$ cat src/rcp_pkg.sv
// constants shared by the remote command string parser
package rcp_pkg;
  localparam int ADDR_W = 5;
  localparam logic [ADDR_W-1:0] OFF_CHAR = 5'h00;
  localparam logic [ADDR_W-1:0] OFF_CTRL = 5'h04;
  localparam logic [ADDR_W-1:0] OFF_STATUS = 5'h08;
  localparam logic [ADDR_W-1:0] OFF_MODE = 5'h0C;
  localparam logic [ADDR_W-1:0] OFF_RESP = 5'h10;
  localparam logic [ADDR_W-1:0] OFF_CMD = 5'h14;
  localparam int CTRL_IFACE_LSB = 0;
  localparam int CTRL_EXT_PULSE_TRIG_ALT = 2;
  localparam int CTRL_LLO = 3;
  localparam int ST_REMOTE = 0;
  localparam int ST_LOCKED = 1;
  localparam int ST_HS = 2;
  localparam int ST_W16 = 3;
  localparam int ST_QUIET = 4;
  localparam int ST_HS_PEND = 5;
  localparam int ST_ERR_HOLD = 8;
  localparam int MD_TRIG_LSB = 0;
  localparam int MD_FAST = 2;
  localparam int MD_SCALE = 3;
  localparam int MD_HAVG = 4;
  localparam int MD_SAMP_LSB = 8;
  localparam int RESP_VLD = 31;
  localparam int CMD_OVF = 8;
  localparam logic [1:0] IF_BUS = 2'h0;
  localparam logic [1:0] IF_SERIAL = 2'h1;
  localparam logic [1:0] IF_PARALLEL = 2'h2;
  localparam logic [6:0] CH_RESET = 7'h2A;
  localparam logic [6:0] CH_HALT = 7'h25;
  localparam logic [6:0] CH_LOCAL = 7'h23;
  localparam logic [6:0] CH_HS = 7'h21;
  localparam logic [6:0] CH_TOGGLE = 7'h2F;
  localparam logic [6:0] CH_TRIG = 7'h3F;
  localparam logic [6:0] CH_EXEC = 7'h2C;
  localparam logic [6:0] CH_LOW = 7'h20;
  localparam logic [6:0] CH_HIGH = 7'h5F;
  localparam logic [5:0] CMD_LEN_STD = 6'h1F;
  localparam logic [5:0] CMD_LEN_EXT = 6'h3B;
  localparam logic [3:0] SAMP_LOCAL = 4'h7;
  localparam logic [3:0] SAMP_DEFAULT = 4'h5;
  localparam int CLK_MHZ = 250;
  localparam int QUIET_MS = 3000;
  localparam int QUIET_ALT_MS = 2000;
  localparam int unsigned QUIET_CYC = QUIET_MS * 1000 * CLK_MHZ;
  localparam int QUIET_W = 30;
  localparam int RAW_W = 21;
  localparam int RESP_W = 24;
endpackage : rcp_pkg

$ cat src/rcp_hs_format.sv
// packs a raw converter sample into the 3-byte high-speed reading word
`timescale 1ns/1ps
module rcp_hs_format
  import rcp_pkg::*;
(
  input wire logic mclk,
  input wire logic rst,
  input wire logic valid_in,
  input wire logic [RAW_W-1:0] converter_raw_reading,
  input wire logic err_in,
  output logic [RESP_W-1:0] resp,
  output logic resp_valid
);
  typedef struct packed {
    logic [RESP_W-1:0] word;
    logic vld;
  } rcp_fmt_t;
  rcp_fmt_t st_q;
  rcp_fmt_t st_d;
  logic sgn;
  assign sgn = converter_raw_reading[RAW_W-1];
  always_comb begin
    st_d = st_q;
    st_d.vld = valid_in;
    if (valid_in) begin
      // two sign copies keep the 24-bit word a plain sign extension when err_in is low
      st_d.word = {sgn, sgn, sgn ^ err_in, converter_raw_reading};
    end
  end
  always_ff @(posedge mclk or posedge rst) begin
    if (rst) begin
      st_q <= '0;
    end else begin
      st_q <= st_d;
    end
  end
  assign resp = st_q.word;
  assign resp_valid = st_q.vld;
endmodule : rcp_hs_format

$ cat src/rcp_parser.sv
// remote command string parser with Avalon-MM register slave
//
// The implementer's own choices: the Avalon-MM slave port and the address map.
`timescale 1ns/1ps
module rcp_parser
  import rcp_pkg::*;
#(
  parameter int KEYS = 8,
  parameter logic [5:0] CMD_LIMIT = CMD_LEN_STD,
  parameter int unsigned QUIET_CYCLES = QUIET_CYC,
  parameter logic [3:0] SAMP_INIT = SAMP_DEFAULT
) (
  input wire logic mclk,
  input wire logic rst,
  input wire logic [ADDR_W-1:0] avs_address,
  input wire logic avs_read,
  input wire logic avs_write,
  input wire logic [31:0] avs_writedata,
  input wire logic [3:0] avs_byteenable,
  output logic avs_waitrequest,
  output logic [31:0] avs_readdata,
  input wire logic remote_sw,
  input wire logic ext_trig,
  input wire logic [KEYS-1:0] panel_keys,
  input wire logic conv_valid,
  input wire logic [RAW_W-1:0] converter_raw_reading,
  input wire logic conv_err,
  input wire logic local_err,
  output logic remote_mode,
  output logic remote_locked,
  output logic hs_mode,
  output logic word16_mode,
  output logic [1:0] trig_mode,
  output logic fast_resistance_mode,
  output logic scaling_mode,
  output logic [3:0] samples_exp,
  output logic cmd_exec,
  output logic meas_trig,
  output logic hs_trig,
  output logic halt_pulse,
  output logic [RESP_W-1:0] hs_resp,
  output logic hs_resp_valid,
  output logic [KEYS-1:0] panel_keys_ok,
  output logic quiet_busy
);
  typedef struct packed {
    logic waitreq;
    logic [31:0] rdata;
    logic [6:0] last_char;
    logic [1:0] iface;
    logic external_pulse_trigger_alt;
    logic llo;
    logic remote;
    logic lock_remote;
    logic hs;
    logic hs_pend;
    logic word16;
    logic [1:0] trig;
    logic fast;
    logic scaling;
    logic high_avg;
    logic [3:0] samples;
    logic sv_fast;
    logic sv_cont;
    logic err_hold;
    logic ovf;
    logic [5:0] cnt;
    logic [QUIET_W-1:0] quiet;
    logic busy;
    logic [RESP_W-1:0] resp;
    logic resp_vld;
    logic exec_p;
    logic meas_p;
    logic hs_p;
    logic halt_p;
    logic [KEYS-1:0] keys_ok;
    logic sw_prev;
    logic et_prev;
  } rcp_st_t;

  localparam rcp_st_t ST_RST = '{waitreq: 1'b1, samples: SAMP_INIT, default: '0};
  localparam logic [QUIET_W-1:0] QUIET_LOAD = QUIET_CYCLES[QUIET_W-1:0];

  rcp_st_t st_q;
  rcp_st_t st_d;
  logic [KEYS+1:0] pins_s;
  logic [KEYS-1:0] keys_s;
  logic sw_s;
  logic et_s;
  logic [RESP_W-1:0] fmt_resp;
  logic fmt_vld;
  logic wr_acc;
  logic rd_acc;
  logic ch_wr;
  logic ch_ok;
  logic ch_recog;
  logic [6:0] ch;
  logic sw_rise;
  logic et_rise;
  logic [31:0] rd_mux;

  rcp_sync3 #(.W(KEYS + 2)) u_sync (
    .mclk(mclk),
    .rst(rst),
    .pin({ext_trig, remote_sw, panel_keys}),
    .level(pins_s)
  );
  assign keys_s = pins_s[KEYS-1:0];
  assign sw_s = pins_s[KEYS];
  assign et_s = pins_s[KEYS+1];

  rcp_hs_format u_fmt (
    .mclk(mclk),
    .rst(rst),
    .valid_in(conv_valid),
    .converter_raw_reading(converter_raw_reading),
    .err_in(conv_err),
    .resp(fmt_resp),
    .resp_valid(fmt_vld)
  );

  // a write or read takes effect only at the edge where waitrequest is seen low
  assign wr_acc = avs_write && !st_q.waitreq;
  assign rd_acc = avs_read && !st_q.waitreq;
  assign ch = avs_writedata[6:0];
  assign ch_wr = wr_acc && avs_address == OFF_CHAR && avs_byteenable[0];
  // lower-case and control codes are not recognised and leave the mode alone
  assign ch_recog = ch >= CH_LOW && ch <= CH_HIGH;
  assign ch_ok = ch_wr && ch_recog && st_q.quiet == '0 && !st_q.lock_remote;
  assign sw_rise = sw_s && !st_q.sw_prev;
  assign et_rise = et_s && !st_q.et_prev;

  function automatic rcp_st_t go_local(rcp_st_t s);
    s.sv_fast = s.fast;
    s.sv_cont = s.trig[1];
    s.fast = 1'b0;
    s.trig[1] = 1'b0;
    s.scaling = 1'b0;
    if (s.high_avg) begin
      s.samples = SAMP_LOCAL;
      s.high_avg = 1'b0;
    end
    s.remote = 1'b0;
    s.hs = 1'b0;
    s.hs_pend = 1'b0;
    return s;
  endfunction : go_local

  function automatic rcp_st_t go_remote(rcp_st_t s);
    s.remote = 1'b1;
    s.fast = s.fast | s.sv_fast;
    s.trig[1] = s.trig[1] | s.sv_cont;
    s.sv_fast = 1'b0;
    s.sv_cont = 1'b0;
    return s;
  endfunction : go_remote

  always_comb begin
    rd_mux = '0;
    case (avs_address)
      OFF_CHAR: rd_mux[6:0] = st_q.last_char;
      OFF_CTRL: begin
        rd_mux[CTRL_IFACE_LSB+:2] = st_q.iface;
        rd_mux[CTRL_EXT_PULSE_TRIG_ALT] = st_q.external_pulse_trigger_alt;
        rd_mux[CTRL_LLO] = st_q.llo;
      end
      OFF_STATUS: begin
        rd_mux[ST_REMOTE] = st_q.remote;
        rd_mux[ST_LOCKED] = st_q.lock_remote;
        rd_mux[ST_HS] = st_q.hs;
        rd_mux[ST_W16] = st_q.word16;
        rd_mux[ST_QUIET] = st_q.quiet != '0;
        rd_mux[ST_HS_PEND] = st_q.hs_pend;
        rd_mux[ST_ERR_HOLD] = st_q.err_hold;
      end
      OFF_MODE: begin
        rd_mux[MD_TRIG_LSB+:2] = st_q.trig;
        rd_mux[MD_FAST] = st_q.fast;
        rd_mux[MD_SCALE] = st_q.scaling;
        rd_mux[MD_HAVG] = st_q.high_avg;
        rd_mux[MD_SAMP_LSB+:4] = st_q.samples;
      end
      OFF_RESP: begin
        rd_mux[RESP_W-1:0] = st_q.resp;
        rd_mux[RESP_VLD] = st_q.resp_vld;
      end
      OFF_CMD: begin
        rd_mux[5:0] = st_q.cnt;
        rd_mux[CMD_OVF] = st_q.ovf;
      end
      default: rd_mux = '0;
    endcase
  end

  always_comb begin
    st_d = st_q;
    st_d.exec_p = 1'b0;
    st_d.meas_p = 1'b0;
    st_d.hs_p = 1'b0;
    st_d.halt_p = 1'b0;
    st_d.waitreq = 1'b1;
    st_d.sw_prev = sw_s;
    st_d.et_prev = et_s;
    // every access is answered one cycle after it is raised
    if ((avs_read || avs_write) && st_q.waitreq) begin
      st_d.waitreq = 1'b0;
      st_d.rdata = rd_mux;
    end
    if (wr_acc && avs_byteenable[0]) begin
      case (avs_address)
        OFF_CTRL: begin
          st_d.iface = avs_writedata[CTRL_IFACE_LSB+:2];
          st_d.external_pulse_trigger_alt = avs_writedata[CTRL_EXT_PULSE_TRIG_ALT];
          st_d.llo = avs_writedata[CTRL_LLO];
        end
        OFF_MODE: begin
          st_d.trig = avs_writedata[MD_TRIG_LSB+:2];
          st_d.fast = avs_writedata[MD_FAST];
          st_d.scaling = avs_writedata[MD_SCALE];
          st_d.high_avg = avs_writedata[MD_HAVG];
        end
        default: ;
      endcase
    end
    // overflow and error-held flags sit in byte lane one
    if (wr_acc && avs_byteenable[1]) begin
      case (avs_address)
        OFF_CMD: if (avs_writedata[CMD_OVF]) st_d.ovf = 1'b0;
        OFF_STATUS: if (avs_writedata[ST_ERR_HOLD]) st_d.err_hold = 1'b0;
        OFF_MODE: st_d.samples = avs_writedata[MD_SAMP_LSB+:4];
        default: ;
      endcase
    end
    if (rd_acc && avs_address == OFF_RESP) begin
      st_d.resp_vld = 1'b0;
    end
    if (st_q.quiet != '0) begin
      st_d.quiet = st_q.quiet - 1'b1;
    end
    if (ch_ok) begin
      st_d.last_char = ch;
      if (st_q.hs && ch != CH_TRIG) begin
        st_d.hs = 1'b0;
        st_d.hs_pend = 1'b0;
      end else begin
        if (!st_q.remote) begin
          st_d = go_remote(st_d);
        end
        case (ch)
          CH_RESET: begin
            st_d = ST_RST;
            st_d.iface = st_q.iface;
            st_d.sw_prev = sw_s;
            st_d.et_prev = et_s;
            st_d.quiet = QUIET_LOAD;
          end
          CH_HALT: begin
            st_d.trig[1] = 1'b0;
            st_d.halt_p = 1'b1;
            st_d.hs = 1'b0;
            st_d.hs_pend = 1'b0;
          end
          CH_LOCAL: begin
            if (st_q.iface != IF_BUS) begin
              st_d = go_local(st_d);
              st_d.lock_remote = 1'b1;
            end
          end
          CH_HS: begin
            st_d.hs = 1'b1;
            st_d.hs_p = 1'b1;
            st_d.hs_pend = 1'b1;
          end
          CH_TOGGLE: st_d.word16 = !st_q.word16;
          CH_TRIG: begin
            if (st_q.hs) begin
              if (!st_q.hs_pend) begin
                st_d.hs_p = 1'b1;
                st_d.hs_pend = 1'b1;
              end
            end else begin
              st_d.exec_p = 1'b1;
              st_d.meas_p = 1'b1;
              st_d.cnt = '0;
            end
          end
          CH_EXEC: begin
            st_d.exec_p = 1'b1;
            st_d.cnt = '0;
          end
          default: begin
            if (st_q.cnt < CMD_LIMIT) begin
              st_d.cnt = st_q.cnt + 1'b1;
            end else begin
              st_d.ovf = 1'b1;
            end
          end
        endcase
      end
    end
    if (sw_rise && !st_q.llo) begin
      if (st_q.remote) begin
        st_d = go_local(st_d);
      end else if (st_q.iface != IF_BUS) begin
        st_d = go_remote(st_d);
        st_d.lock_remote = 1'b0;
      end
    end
    if (et_rise && st_q.external_pulse_trigger_alt && st_d.hs && !st_d.hs_pend) begin
      st_d.hs_p = 1'b1;
      st_d.hs_pend = 1'b1;
    end
    // a new reading beats a read-clear in the same cycle
    if (fmt_vld && st_d.hs_pend) begin
      st_d.resp = fmt_resp;
      st_d.resp_vld = 1'b1;
      st_d.hs_pend = 1'b0;
    end
    if (local_err && !st_q.remote) begin
      st_d.err_hold = 1'b1;
    end
    st_d.keys_ok = st_q.remote ? '0 : keys_s;
    st_d.busy = st_d.quiet != '0;
  end

  always_ff @(posedge mclk or posedge rst) begin
    if (rst) begin
      st_q <= ST_RST;
    end else begin
      st_q <= st_d;
    end
  end

  assign avs_waitrequest = st_q.waitreq;
  assign avs_readdata = st_q.rdata;
  assign remote_mode = st_q.remote;
  assign remote_locked = st_q.lock_remote;
  assign hs_mode = st_q.hs;
  assign word16_mode = st_q.word16;
  assign trig_mode = st_q.trig;
  assign fast_resistance_mode = st_q.fast;
  assign scaling_mode = st_q.scaling;
  assign samples_exp = st_q.samples;
  assign cmd_exec = st_q.exec_p;
  assign meas_trig = st_q.meas_p;
  assign hs_trig = st_q.hs_p;
  assign halt_pulse = st_q.halt_p;
  assign hs_resp = st_q.resp;
  assign hs_resp_valid = st_q.resp_vld;
  assign panel_keys_ok = st_q.keys_ok;
  assign quiet_busy = st_q.busy;
endmodule : rcp_parser

$ cat src/rcp_sync3.sv
// three-flop pin synchroniser, output moves once stages two and three agree
`timescale 1ns/1ps
module rcp_sync3 #(
  parameter int W = 1
) (
  input wire logic mclk,
  input wire logic rst,
  input wire logic [W-1:0] pin,
  output logic [W-1:0] level
);
  typedef struct packed {
    logic [W-1:0] s1;
    logic [W-1:0] s2;
    logic [W-1:0] s3;
    logic [W-1:0] lvl;
  } rcp_sync_t;
  rcp_sync_t st_q;
  rcp_sync_t st_d;
  always_comb begin
    st_d = st_q;
    st_d.s1 = pin;
    st_d.s2 = st_q.s1;
    st_d.s3 = st_q.s2;
    st_d.lvl = ((st_q.s2 ~^ st_q.s3) & st_q.s3) | ((st_q.s2 ^ st_q.s3) & st_q.lvl);
  end
  always_ff @(posedge mclk or posedge rst) begin
    if (rst) begin
      st_q <= '0;
    end else begin
      st_q <= st_d;
    end
  end
  assign level = st_q.lvl;
endmodule : rcp_sync3
$ cat config.mk
export PLATFORM = sky130hd
export DESIGN_NAME = rcp_parser
export DESIGN_NICKNAME = d
export VERILOG_FILES = /design/src/rcp_pkg.sv /design/src/rcp_hs_format.sv /design/src/rcp_parser.sv /design/src/rcp_sync3.sv
export SDC_FILE = /design/constraint.sdc
export NUM_CORES = 1
export LEC_CHECK = 0
export BUFFER_PORTS_ARGS = -buffer_cell sky130_fd_sc_hd__buf_2
export CORE_ASPECT_RATIO = 1.25
export CORE_MARGIN = 2
export CORE_UTILIZATION = 45
export CTS_CLUSTER_DIAMETER = 60
export CTS_CLUSTER_SIZE = 20
export DETAILED_ROUTE_END_ITERATION = 12
export GPL_ROUTABILITY_DRIVEN = 0
export GPL_TIMING_DRIVEN = 0
export PLACE_DENSITY = 0.66
export SLEW_MARGIN = 40
export SYNTH_ARGS = -nofsm -noshare
export SYNTH_HDL_FRONTEND = slang
export SYNTH_SLANG_ARGS = --single-unit
$ cat constraint.sdc
create_clock -name mclk -period 14 [get_ports mclk]
set_clock_uncertainty 0.05 [all_clocks]
set_input_delay 2.1 -clock mclk [delete_from_list [all_inputs] [get_ports mclk]]
set_output_delay 2.1 -clock mclk [all_outputs]
set_load 0.05 [all_outputs]
**Yosys cells after proc, flatten, opt, wreduce, memory -nomap -nowiden**

Cells that the tools add are included.

- Bits in read-only memories: 0
- Output and inout bits: 83
- Memories kept: 0
- Register bits after elaboration: 202
- Logic and storage cells: 169
- Bits in writable memories: 0
- Latch bits: 0
- Input bits: 79

- Muxes and demuxes: 64
- Add/sub/neg operators: 2
- Shift-type cells: 0
- $lt $le $gt $ge: 3
- Bitwise gates (word level): 10
- Reductions and logical operators: 39
- Eq/ne operators: 13
- Divide/modulo/power cells: 0
- $mul: 0

Operators with widths:

| cell | number |
|---|---|
| two-way mux 138 bit | 3 |
| two-way mux 94 bit | 4 |
| one-hot mux 56 bit (2 select lines) | 1 |
| one-hot mux 46 bit (2 select lines) | 1 |
| two-way mux 90 bit | 1 |
| two-way mux 89 bit | 1 |
| nonzero test 30 bit | 2 |
| equality test 7 x 6 -> 1 bit, second input constant | 7 |
| two-way mux 46 bit | 1 |
| two-way mux 33 bit | 1 |
| logical NOT 30 bit | 1 |
| two-way mux 30 bit | 1 |
| subtractor 30 x 1 -> 30 bit, second input constant | 1 |
| two-way mux 25 bit | 1 |
| two-way mux 4 bit | 6 |
| one-hot mux 4 bit (6 select lines) | 1 |
| one-hot mux 6 bit (4 select lines) | 1 |
| one-hot mux 11 bit (2 select lines) | 1 |
| logical AND 1 bit | 21 |
| AND 10 bit | 2 |
| one-hot mux 1 bit (4 select lines) | 5 |
| one-hot mux 10 bit (2 select lines) | 1 |
| two-way mux 1 bit | 16 |
| one-hot mux 1 bit (3 select lines) | 5 |
| 28 further kinds | 46 |

**Logic depth before layout (Yosys ltp)**

Gate-level depths: netlist (run 1).

- Word-level depth: 22
- Gate-level depth with buffers: 11

**By module**

From an unflattened synthesis (run 1), not the netlist that was laid out.

- Cell total of the unflattened synthesis: 900
- Area, all modules: 9556.7 sq um

By module, submodules not included:

| module | instances | area an instance (sq um) | cells an instance |
|---|---|---|---|
| rcp_parser | 1 | 7405.9 | 777 |
| rcp_sync3 | 1 | 1280.0 | 71 |
| rcp_hs_format | 1 | 870.8 | 52 |

**Worst setup path after synthesis (run 1)**

OpenSTA, ideal clock, no wires.

- Kind: input to register
- Start: input port avs_writedata[4]
- End: register st_q (netlist bit hs_resp_valid)
- Arrival time: 4388 ps
- Path slack: 9442 ps
- Stages: 11
- Path buffers: 4
- Cells stage by stage: buf_2 or3b_1 clkbuf_1 or2_1 or3b_1 a31oi_1 o22ai_1 and3_1 buf_2 buf_6 a31o_2

RTL lines:

| what | line | text |
|---|---|---|
| from (decl) | rcp_parser.sv:18 | `input wire logic [31:0] avs_writedata,` |
| to (signal assigned) | rcp_parser.sv:330 | `st_q <= st_d;` |
| to (decl) | rcp_parser.sv:84 | `rcp_st_t st_q;` |

==> results of run 1 <==
## state kept, by name, summed over array words and instances, names as in the netlist, 2 cells and up
register,flops
u_sync.level,10
hs_resp,22
u_sync.st_d,20
trig_mode,2
u_fmt.resp,22
panel_keys_ok,8
u_sync.st_q,10
samples_exp,4
avs_readdata,32
st_q,55
## layout make-up
type	count	share of cell area [%]
antenna	4	0.09183
multi-input combinational	525	31.18
inverter	37	1.343
buffer	110	6.428
sequential	199	45.72
clock inverter	14	1.412
timing repair buffer	137	6.703
clock buffer	18	4.029
tap	270	3.099
## critical path: cells and delay by family
kind,cells,cell delay (ns)
AOI/OAI and AO/OA,1,0.13
buffers and inverters,2,0.56
and+or+nand+nor,6,2.17
## worst min path at each step
stage | startpoint | to | cells after the start
floorplan | u_sync.st_d[20] | u_sync.st_d[10] | 0
global placement | u_sync.st_d[20] | u_sync.st_d[10] | 0
detailed placement | u_sync.st_d[21] | u_sync.st_d[11] | 0
CTS | u_sync.st_d[22] | u_sync.st_d[12] | 0
global route | u_sync.st_d[26] | u_sync.st_d[16] | 0
finish | u_sync.st_d[22] | u_sync.st_d[12] | 0
## cell usage after synthesis, types with 3 or more instances
cell type / number
o22ai_1: 4
xor2_1: 9
or4_1: 9
and2_1: 3
a222oi_1: 4
clkbuf_1: 33
o221ai_1: 3
buf_6: 3
nand2_1: 92
and3_1: 16
nand4_1: 6
dfstp_2: 3
a22o_1: 3
dfrtp_1: 196
o21ai_0: 24
and4_1: 5
nand2b_1: 5
a21o_1: 12
o31ai_1: 9
nor2_1: 48
nor3_1: 24
a211oi_1: 7
nand3_1: 29
nor2b_1: 12
a21oi_1: 38
mux2i_1: 37
mux2_2: 27
a221oi_1: 5
ha_1: 13
nand3b_1: 5
xnor2_1: 9
or3_1: 14
inv_1: 36
buf_4: 70
a31oi_1: 5
nor4_1: 13
## layer usage
metal  vias up  wire [um]
met5         -         13
met4         2        765
met3        45       1316
met2       217      10250
met1      3303       9222
li1       3296          -
## kinds of logic (layout without fill, tap and decap cells)
group           after synthesis  in the layout  share of synthesized area, %
simple gates                295            295                         16.15
flops                       199            199                         54.11
buf+inv                     147            316                         9.116
compound gates              134            134                         9.659
mux                          65             65                         7.485
xor+xnor                     18             18                         1.712
fa+ha+maj                    13             13                         1.766
other cells                   0              4                             0
## metrics by stage
| step | util [%] | hold slack (ns) | cells |
|---|---|---|---|
| 6_report | 54.23 | 0.2990 | 1314 |
| 5_1_grt | 54.20 | 0.3078 | 1312 |
| 4_1_cts | 54.18 | 0.3028 | 1310 |
| 3_5_place_dp | 51.23 | 0.2858 | 1278 |
| 3_3_place_gp | 50.86 | 0.2819 | 1276 |
| 2_1_floorplan | - | 0.2812 | 871 |
## where the power goes
group / total (mW) / switching [mW] / internal [mW]
clock network: 0.490 / 0.245 / 0.245
logic: 0.211 / 0.141 / 0.0703
registers: 0.634 / 0.0224 / 0.612
==> out/qor.txt, run 1 <==
status: finished clean
#FFs+latches synth: 199
HPWL after DPL: 15750 um
Async S/R FF share, synth: 100.0%
Pre-antenna DRT Iters: 5
synth-to-layout area growth: 18.35%
Routed Antenna Nets: 0
RSZ-0062 raised after global routing: no
CP peak stage delay: 0.50 ns
die area: 21630 um^2
commonest non-fill, non-tap cells in the layout: dfrtp_1, buf_2, nand2_1, buf_4, nor2_1
Final Hold Viols: 0
crit path kind: primary input to flip-flop
leak pwr: 5.245 nW
first-pass GRT wire length: 34170 um
IO Pins: 162
final worst slack: 9.311 ns
Primary FF master, synth: dfrtp_1
fillers: 1835
most frequent CP cell: and4_1
Tightest Hold Check Type: flip-flop to flip-flop
crit end category: flip-flop
Placed Area: 10300 um^2
Synth warnings: 0
clk root buf: clkbuf_16
H-Tree Depth: 4
critical register-to-register path endpoint: hs_resp_valid
synth unique cells: 67
CP max FO: 10
Syn Nets: 963
initial drt markers: 478
Slew @ Worst Pin: 0.8897 ns
worst slack at placement: 8.939 ns
number of global-route vias before repair: 6621
top cell type's share of synthesized area: 53.25%
post-synth top area cell: dfrtp_1
Routed WL: 21570 um
Peak Freq: 0.2133 GHz
Initial Util: 45.82%
FF-to-FF setup slack: 10.24 ns
Final period util: 33.49%
Sink Count: 199
multi-input logic area: 3398 um^2
max_slew headroom: 40.53%
clk_lat worst skew: 0.44 ns
Critical Path Source: avs_address[1]
commonest non-fill, non-tap cell in the layout: dfrtp_1
Critical Path RT: 14.28 ns
DR vias/cell: 5.223
via count: 6863
All-Layer GR Usage: 20.21%
post-synthesis sequential area ratio: 54.11%
DRC Markers: 0
CTS clk-pin slew, worst paths: 0.07 ns
r2r startpoint: st_q[59]
syn avg cell area: 10.57 um^2
Top Usage Layer GRT: met2
PostCTS Resize Cnt: 0
total power: 1.336 mW
met1 usage: 25.76%
CP max stage cell: nor3_1
worst reg-to-reg path cell count: 8
largest net degree at the start of global routing: 80
TritonCTS Buffers: 17
Mapped Area: 9210 um^2
Die W: 132.0 um
die height: 164.0 um
Post-CTS Hold Buffers: 0
Setup TNS Final: 0 ns
Bufs on Longest Clock Path: 2
grt met3 use: 4.877%
CORE AREA: 20100 um^2
EDFF count, synth: 0
CTS tree: yes
pwr/cell area: 122.5 nW/um^2
Post CTS Setup Buffer Count: 0
Slew Viols, Final: 0
IO Port Bufs: 135
post-route cell area: 10900 um^2
storage element area: 4984 um^2
routed length per instance: 16.41 um
VDD IR max: 88.90 uV
crit path launch type: primary input
Setup Viol. Count Final: 0
number of max-cap violations: 0
largest cells by area after synthesis: dfrtp_1, buf_4, mux2i_1
initial antenna violation count: 5
global route overflow: 0
critical path cell sequence: buf_2 > nor3_1 > and4_1 > and4_1 > clkbuf_1 > nand2_1 > nor2_1 > o21ai_0 > and3_1
synthesized instance count: 871
Arr. time, crit path: 4.97 ns
share of post-route cells with drive strength above 1: 27.40%
CP endpoint: st_q[79]
Period minus WS final: 4.689 ns
Total Nets Final: 1119
row cnt: 58
met2 Use GR: 32.36%
Note: power is estimated with default switching activity, not from simulation.
==> run 2, diff against run 1 <==
--- a/config.mk
+++ b/config.mk
@@ -14,7 +14,7 @@
 export DETAILED_ROUTE_END_ITERATION = 12
 export GPL_ROUTABILITY_DRIVEN = 0
 export GPL_TIMING_DRIVEN = 0
-export PLACE_DENSITY = 0.66
+export PLACE_DENSITY = 0.69
 export SLEW_MARGIN = 40
 export SYNTH_ARGS = -nofsm -noshare
 export SYNTH_HDL_FRONTEND = slang
==> constraint.sdc (replaced) <==
create_clock -name mclk -period 3.8 [get_ports mclk]
set_clock_uncertainty 0.05 [all_clocks]
set_input_delay 0.57 -clock mclk [delete_from_list [all_inputs] [get_ports mclk]]
set_output_delay 0.57 -clock mclk [all_outputs]
set_load 0.05 [all_outputs]
==> run 2 against run 1 <==
Against the previous run:
- cell count is 0.46% higher
- clock power grew to 3.9 times the previous value
- largest power group unchanged
- register-to-register slack worse by 9.9 ns
- flip-flop and latch count stayed put
- sequential share of layout area is 0.96 points lower
- via count is 2.3% higher
- wire length is 2.6% higher
- critical path depth is 2 higher
- largest cell class unchanged
- count of clock-buffer cells in the layout is 1 lower
- combinational power grew to 3.8 times the previous value
- critical endpoint is now quiet_busy
- critical path type is now flip-flop to flip-flop
==> out/qor.txt, run 2 (same netlist as run 1, synthesis figures left out) <==
number of max-cap violations: 0 (unchanged)
global route overflow: 0 (unchanged)
die height: 164.0 um (unchanged)
Arr. time, crit path: 3.71 ns (was 4.97 ns)
Initial Util: 45.82% (unchanged)
All-Layer GR Usage: 20.99% (was 20.21%)
Period minus WS final: 3.484 ns
fin util: 55.38% (was 54.23%)
final worst slack: 0.3159 ns (was 9.311 ns)
initial drt markers: 459 (was 478)
Critical Path RT: 4.03 ns (was 14.28 ns)
RSZ-0062 raised after global routing: no (unchanged)
DR vias/cell: 5.318 (was 5.223)
initial antenna violation count: 2 (was 5)
combinational share of power: 16.0% (was 15.8%)
CP max stage cell: or3b_2 (was nor3_1)
placed cell count: 1286 (was 1278)
Total Nets Final: 1127 (was 1119)
commonest non-fill, non-tap cells in the layout: dfrtp_1, buf_2, nand2_1, buf_4, nor2_1 (unchanged)
crit-path leading delay family: simple AND/OR/NAND/NOR gates (unchanged)
CTS tree: yes (unchanged)
die area: 21630 um^2 (unchanged)
Bufs on Longest Clock Path: 2 (unchanged)
Tightest Hold Check Type: primary input to asynchronous set/reset pin (was flip-flop to flip-flop)
Die W: 132.0 um (unchanged)
most frequent CP cell: clkbuf_1 (was and4_1)
Largest Register: st_q (unchanged)
worst reg-to-reg path cell count: 11 (was 8)
Sink Count: 199 (unchanged)
Pre-antenna DRT Iters: 6 (was 5)
Buf+Inv Stages, Crit Path: 3 (was 2)
hold slack: 0.06521 ns (was 0.2990 ns)
Slew @ Worst Pin: 0.7130 ns (was 0.8897 ns)
crit path kind: flip-flop to flip-flop (was primary input to flip-flop)
Routed Antenna Nets: 0 (unchanged)
sw power: 1.562 mW (was 408.9 uW)
via count: 7020 (was 6863)
WP depth: 11 (was 9)
number of flip-flops under the largest register name: 55 (unchanged)
CTS clk-pin slew, worst paths: 0.09 ns (was 0.07 ns)
CP max FO: 10 (unchanged)
total power: 5.066 mW (was 1.336 mW)
CORE AREA: 20100 um^2 (unchanged)
IO Pins: 162 (unchanged)
Clock Power Share: 37.8% (was 36.7%)
share of post-route cells with drive strength above 1: 28.24% (was 27.40%)
critical path cell sequence: inv_1 > ha_1 > or3b_2 > clkbuf_1 > or3_1 > clkbuf_1 > o41a_1 > a21oi_1 > o311ai_0 > nor4_1 > nand4_1 (was buf_2 > nor3_1 > and4_1 > and4_1 > clkbuf_1 > nand2_1 > nor2_1 > o21ai_0 > and3_1)
row cnt: 58 (unchanged)
clk_lat worst skew: 0.44 ns (about the same)
HPWL after DPL: 16570 um (was 15750 um)
Final period util: 91.69%
crit end category: flip-flop (unchanged)
commonest non-fill, non-tap cell in the layout: dfrtp_1 (unchanged)
IO Port Bufs: 135 (unchanged)
sw frac: 30.83% (was 30.61%)
Peak Freq: 0.2870 GHz
CP peak stage delay: 0.46 ns (was 0.50 ns)
status: finished clean (unchanged)
number of global-route vias before repair: 6951 (was 6621)
routed length per instance: 16.76 um (was 16.41 um)
Setup Viol. Count Final: 0 (unchanged)
DRC Markers: 0 (unchanged)
worst slack at placement: 0.02599 ns (was 8.939 ns)
Post CTS Setup Buffer Count: 0 (unchanged)
VDD IR max: 348.5 uV (was 88.90 uV)
Routed WL: 22120 um (was 21570 um)
Post-CTS Hold Buffers: 0 (unchanged)
final cell count without fillers: 1320 (was 1314)
Final Hold Viols: 0 (unchanged)
first-pass GRT wire length: 35760 um (was 34170 um)
synth-to-layout area growth: 20.88% (was 18.35%)
leak pwr: 5.350 nW (was 5.245 nW)
Seq pwr share: 46.1% (was 47.5%)
TritonCTS Buffers: 17 (unchanged)
clk root buf: clkbuf_16 (unchanged)
crit path launch type: flip-flop (was primary input)
largest net degree at the start of global routing: 25 (was 80)
H-Tree Depth: 4 (unchanged)
pwr/cell area: 455.0 nW/um^2 (was 122.5 nW/um^2)
Slew Viols, Final: 0 (unchanged)
max_slew headroom: 52.03% (was 40.53%)
internal power: 3.504 mW (was 926.9 uW)
run 2: cell types whose count changed in the layout (fill, tap and decap cells not counted), sizes merged:
cell | before | now
buf | 214 | 222
diode | 4 | 2
bufinv | 0 | 1
clkbuf | 51 | 50
clkinv | 6 | 7
inv | 44 | 43
run 2: path summary, 6_finish.rpt:
check                                start               end  slack, ns
max in group asynchronous              rst    samples_exp[2]       2.74
min in group mclk            panel_keys[4]   u_sync.st_d[24]       0.18
hold / removal                         rst  avs_readdata[28]       0.07
setup / recovery                  st_q[40]        quiet_busy       0.32
setup reg to reg                  st_q[40]        quiet_busy       0.32
hold reg to reg            u_sync.st_d[23]   u_sync.st_d[13]       0.30
run 2: power groups by stage:
stage / Combinational [mW] / Sequential [mW] / Clock [mW]
after floorplan: 0.553 / 2.40 / 0
after global placement: 0.774 / 2.38 / 0
after detailed placement: 0.818 / 2.38 / 0
after CTS: 0.821 / 2.34 / 1.95
after global routing: 0.880 / 2.36 / 2.04
final: 0.812 / 2.34 / 1.92
run 2: worst register-to-register path: stages (launching register included):
cell and delay (ns):
dfrtp_1 0.43, inv_1 0.10, ha_1 0.22, or3b_2 0.46
clkbuf_1 0.24, or3_1 0.35, clkbuf_1 0.20, o41a_1 0.40
a21oi_1 0.27, o311ai_0 0.23, nor4_1 0.23, nand4_1 0.16
run 2: what timing repair did:
item	in CTS	in global routing
hold endpoints to repair	0	0
cloned	0	0
endpoints found under the setup margin	1	27
resized for setup	1	2
run 2: routing by layer:
| layer | wire [um] | global-route usage [%] | vias to the layer above |
|---|---|---|---|
| met2 | 10780 | 34.23 | 233 |
| met3 | 1170 | 4.198 | 49 |
| met1 | 9474 | 27.26 | 3418 |
| li1 | - | - | 3320 |
| met4 | 700 | 9.338 | 0 |
| met5 | 0 | 0 | - |
run 2: through the flow:
| step | instance area [um^2] | setup TNS, ns |
|---|---|---|
| finish | 11130 | 0 |
| global route | 11130 | 0 |
| CTS | 11120 | 0 |
| detailed placement | 10480 | 0 |
| global placement | 10230 | -120.05 |
| floorplan | 9214 | 0 |
run 2: cell type report:
class / instances / area, um^2
well taps: 270 / 337.8
clock inverters: 15 / 212.7
flip-flops and latches: 199 / 4984
plain buffers: 110 / 701.9
diodes: 2 / 5.005
repair buffers: 145 / 915.9
multi-input cells: 525 / 3408
clock buffers: 17 / 425.4
inverters: 37 / 142.6
fillers: 1794 / 8969
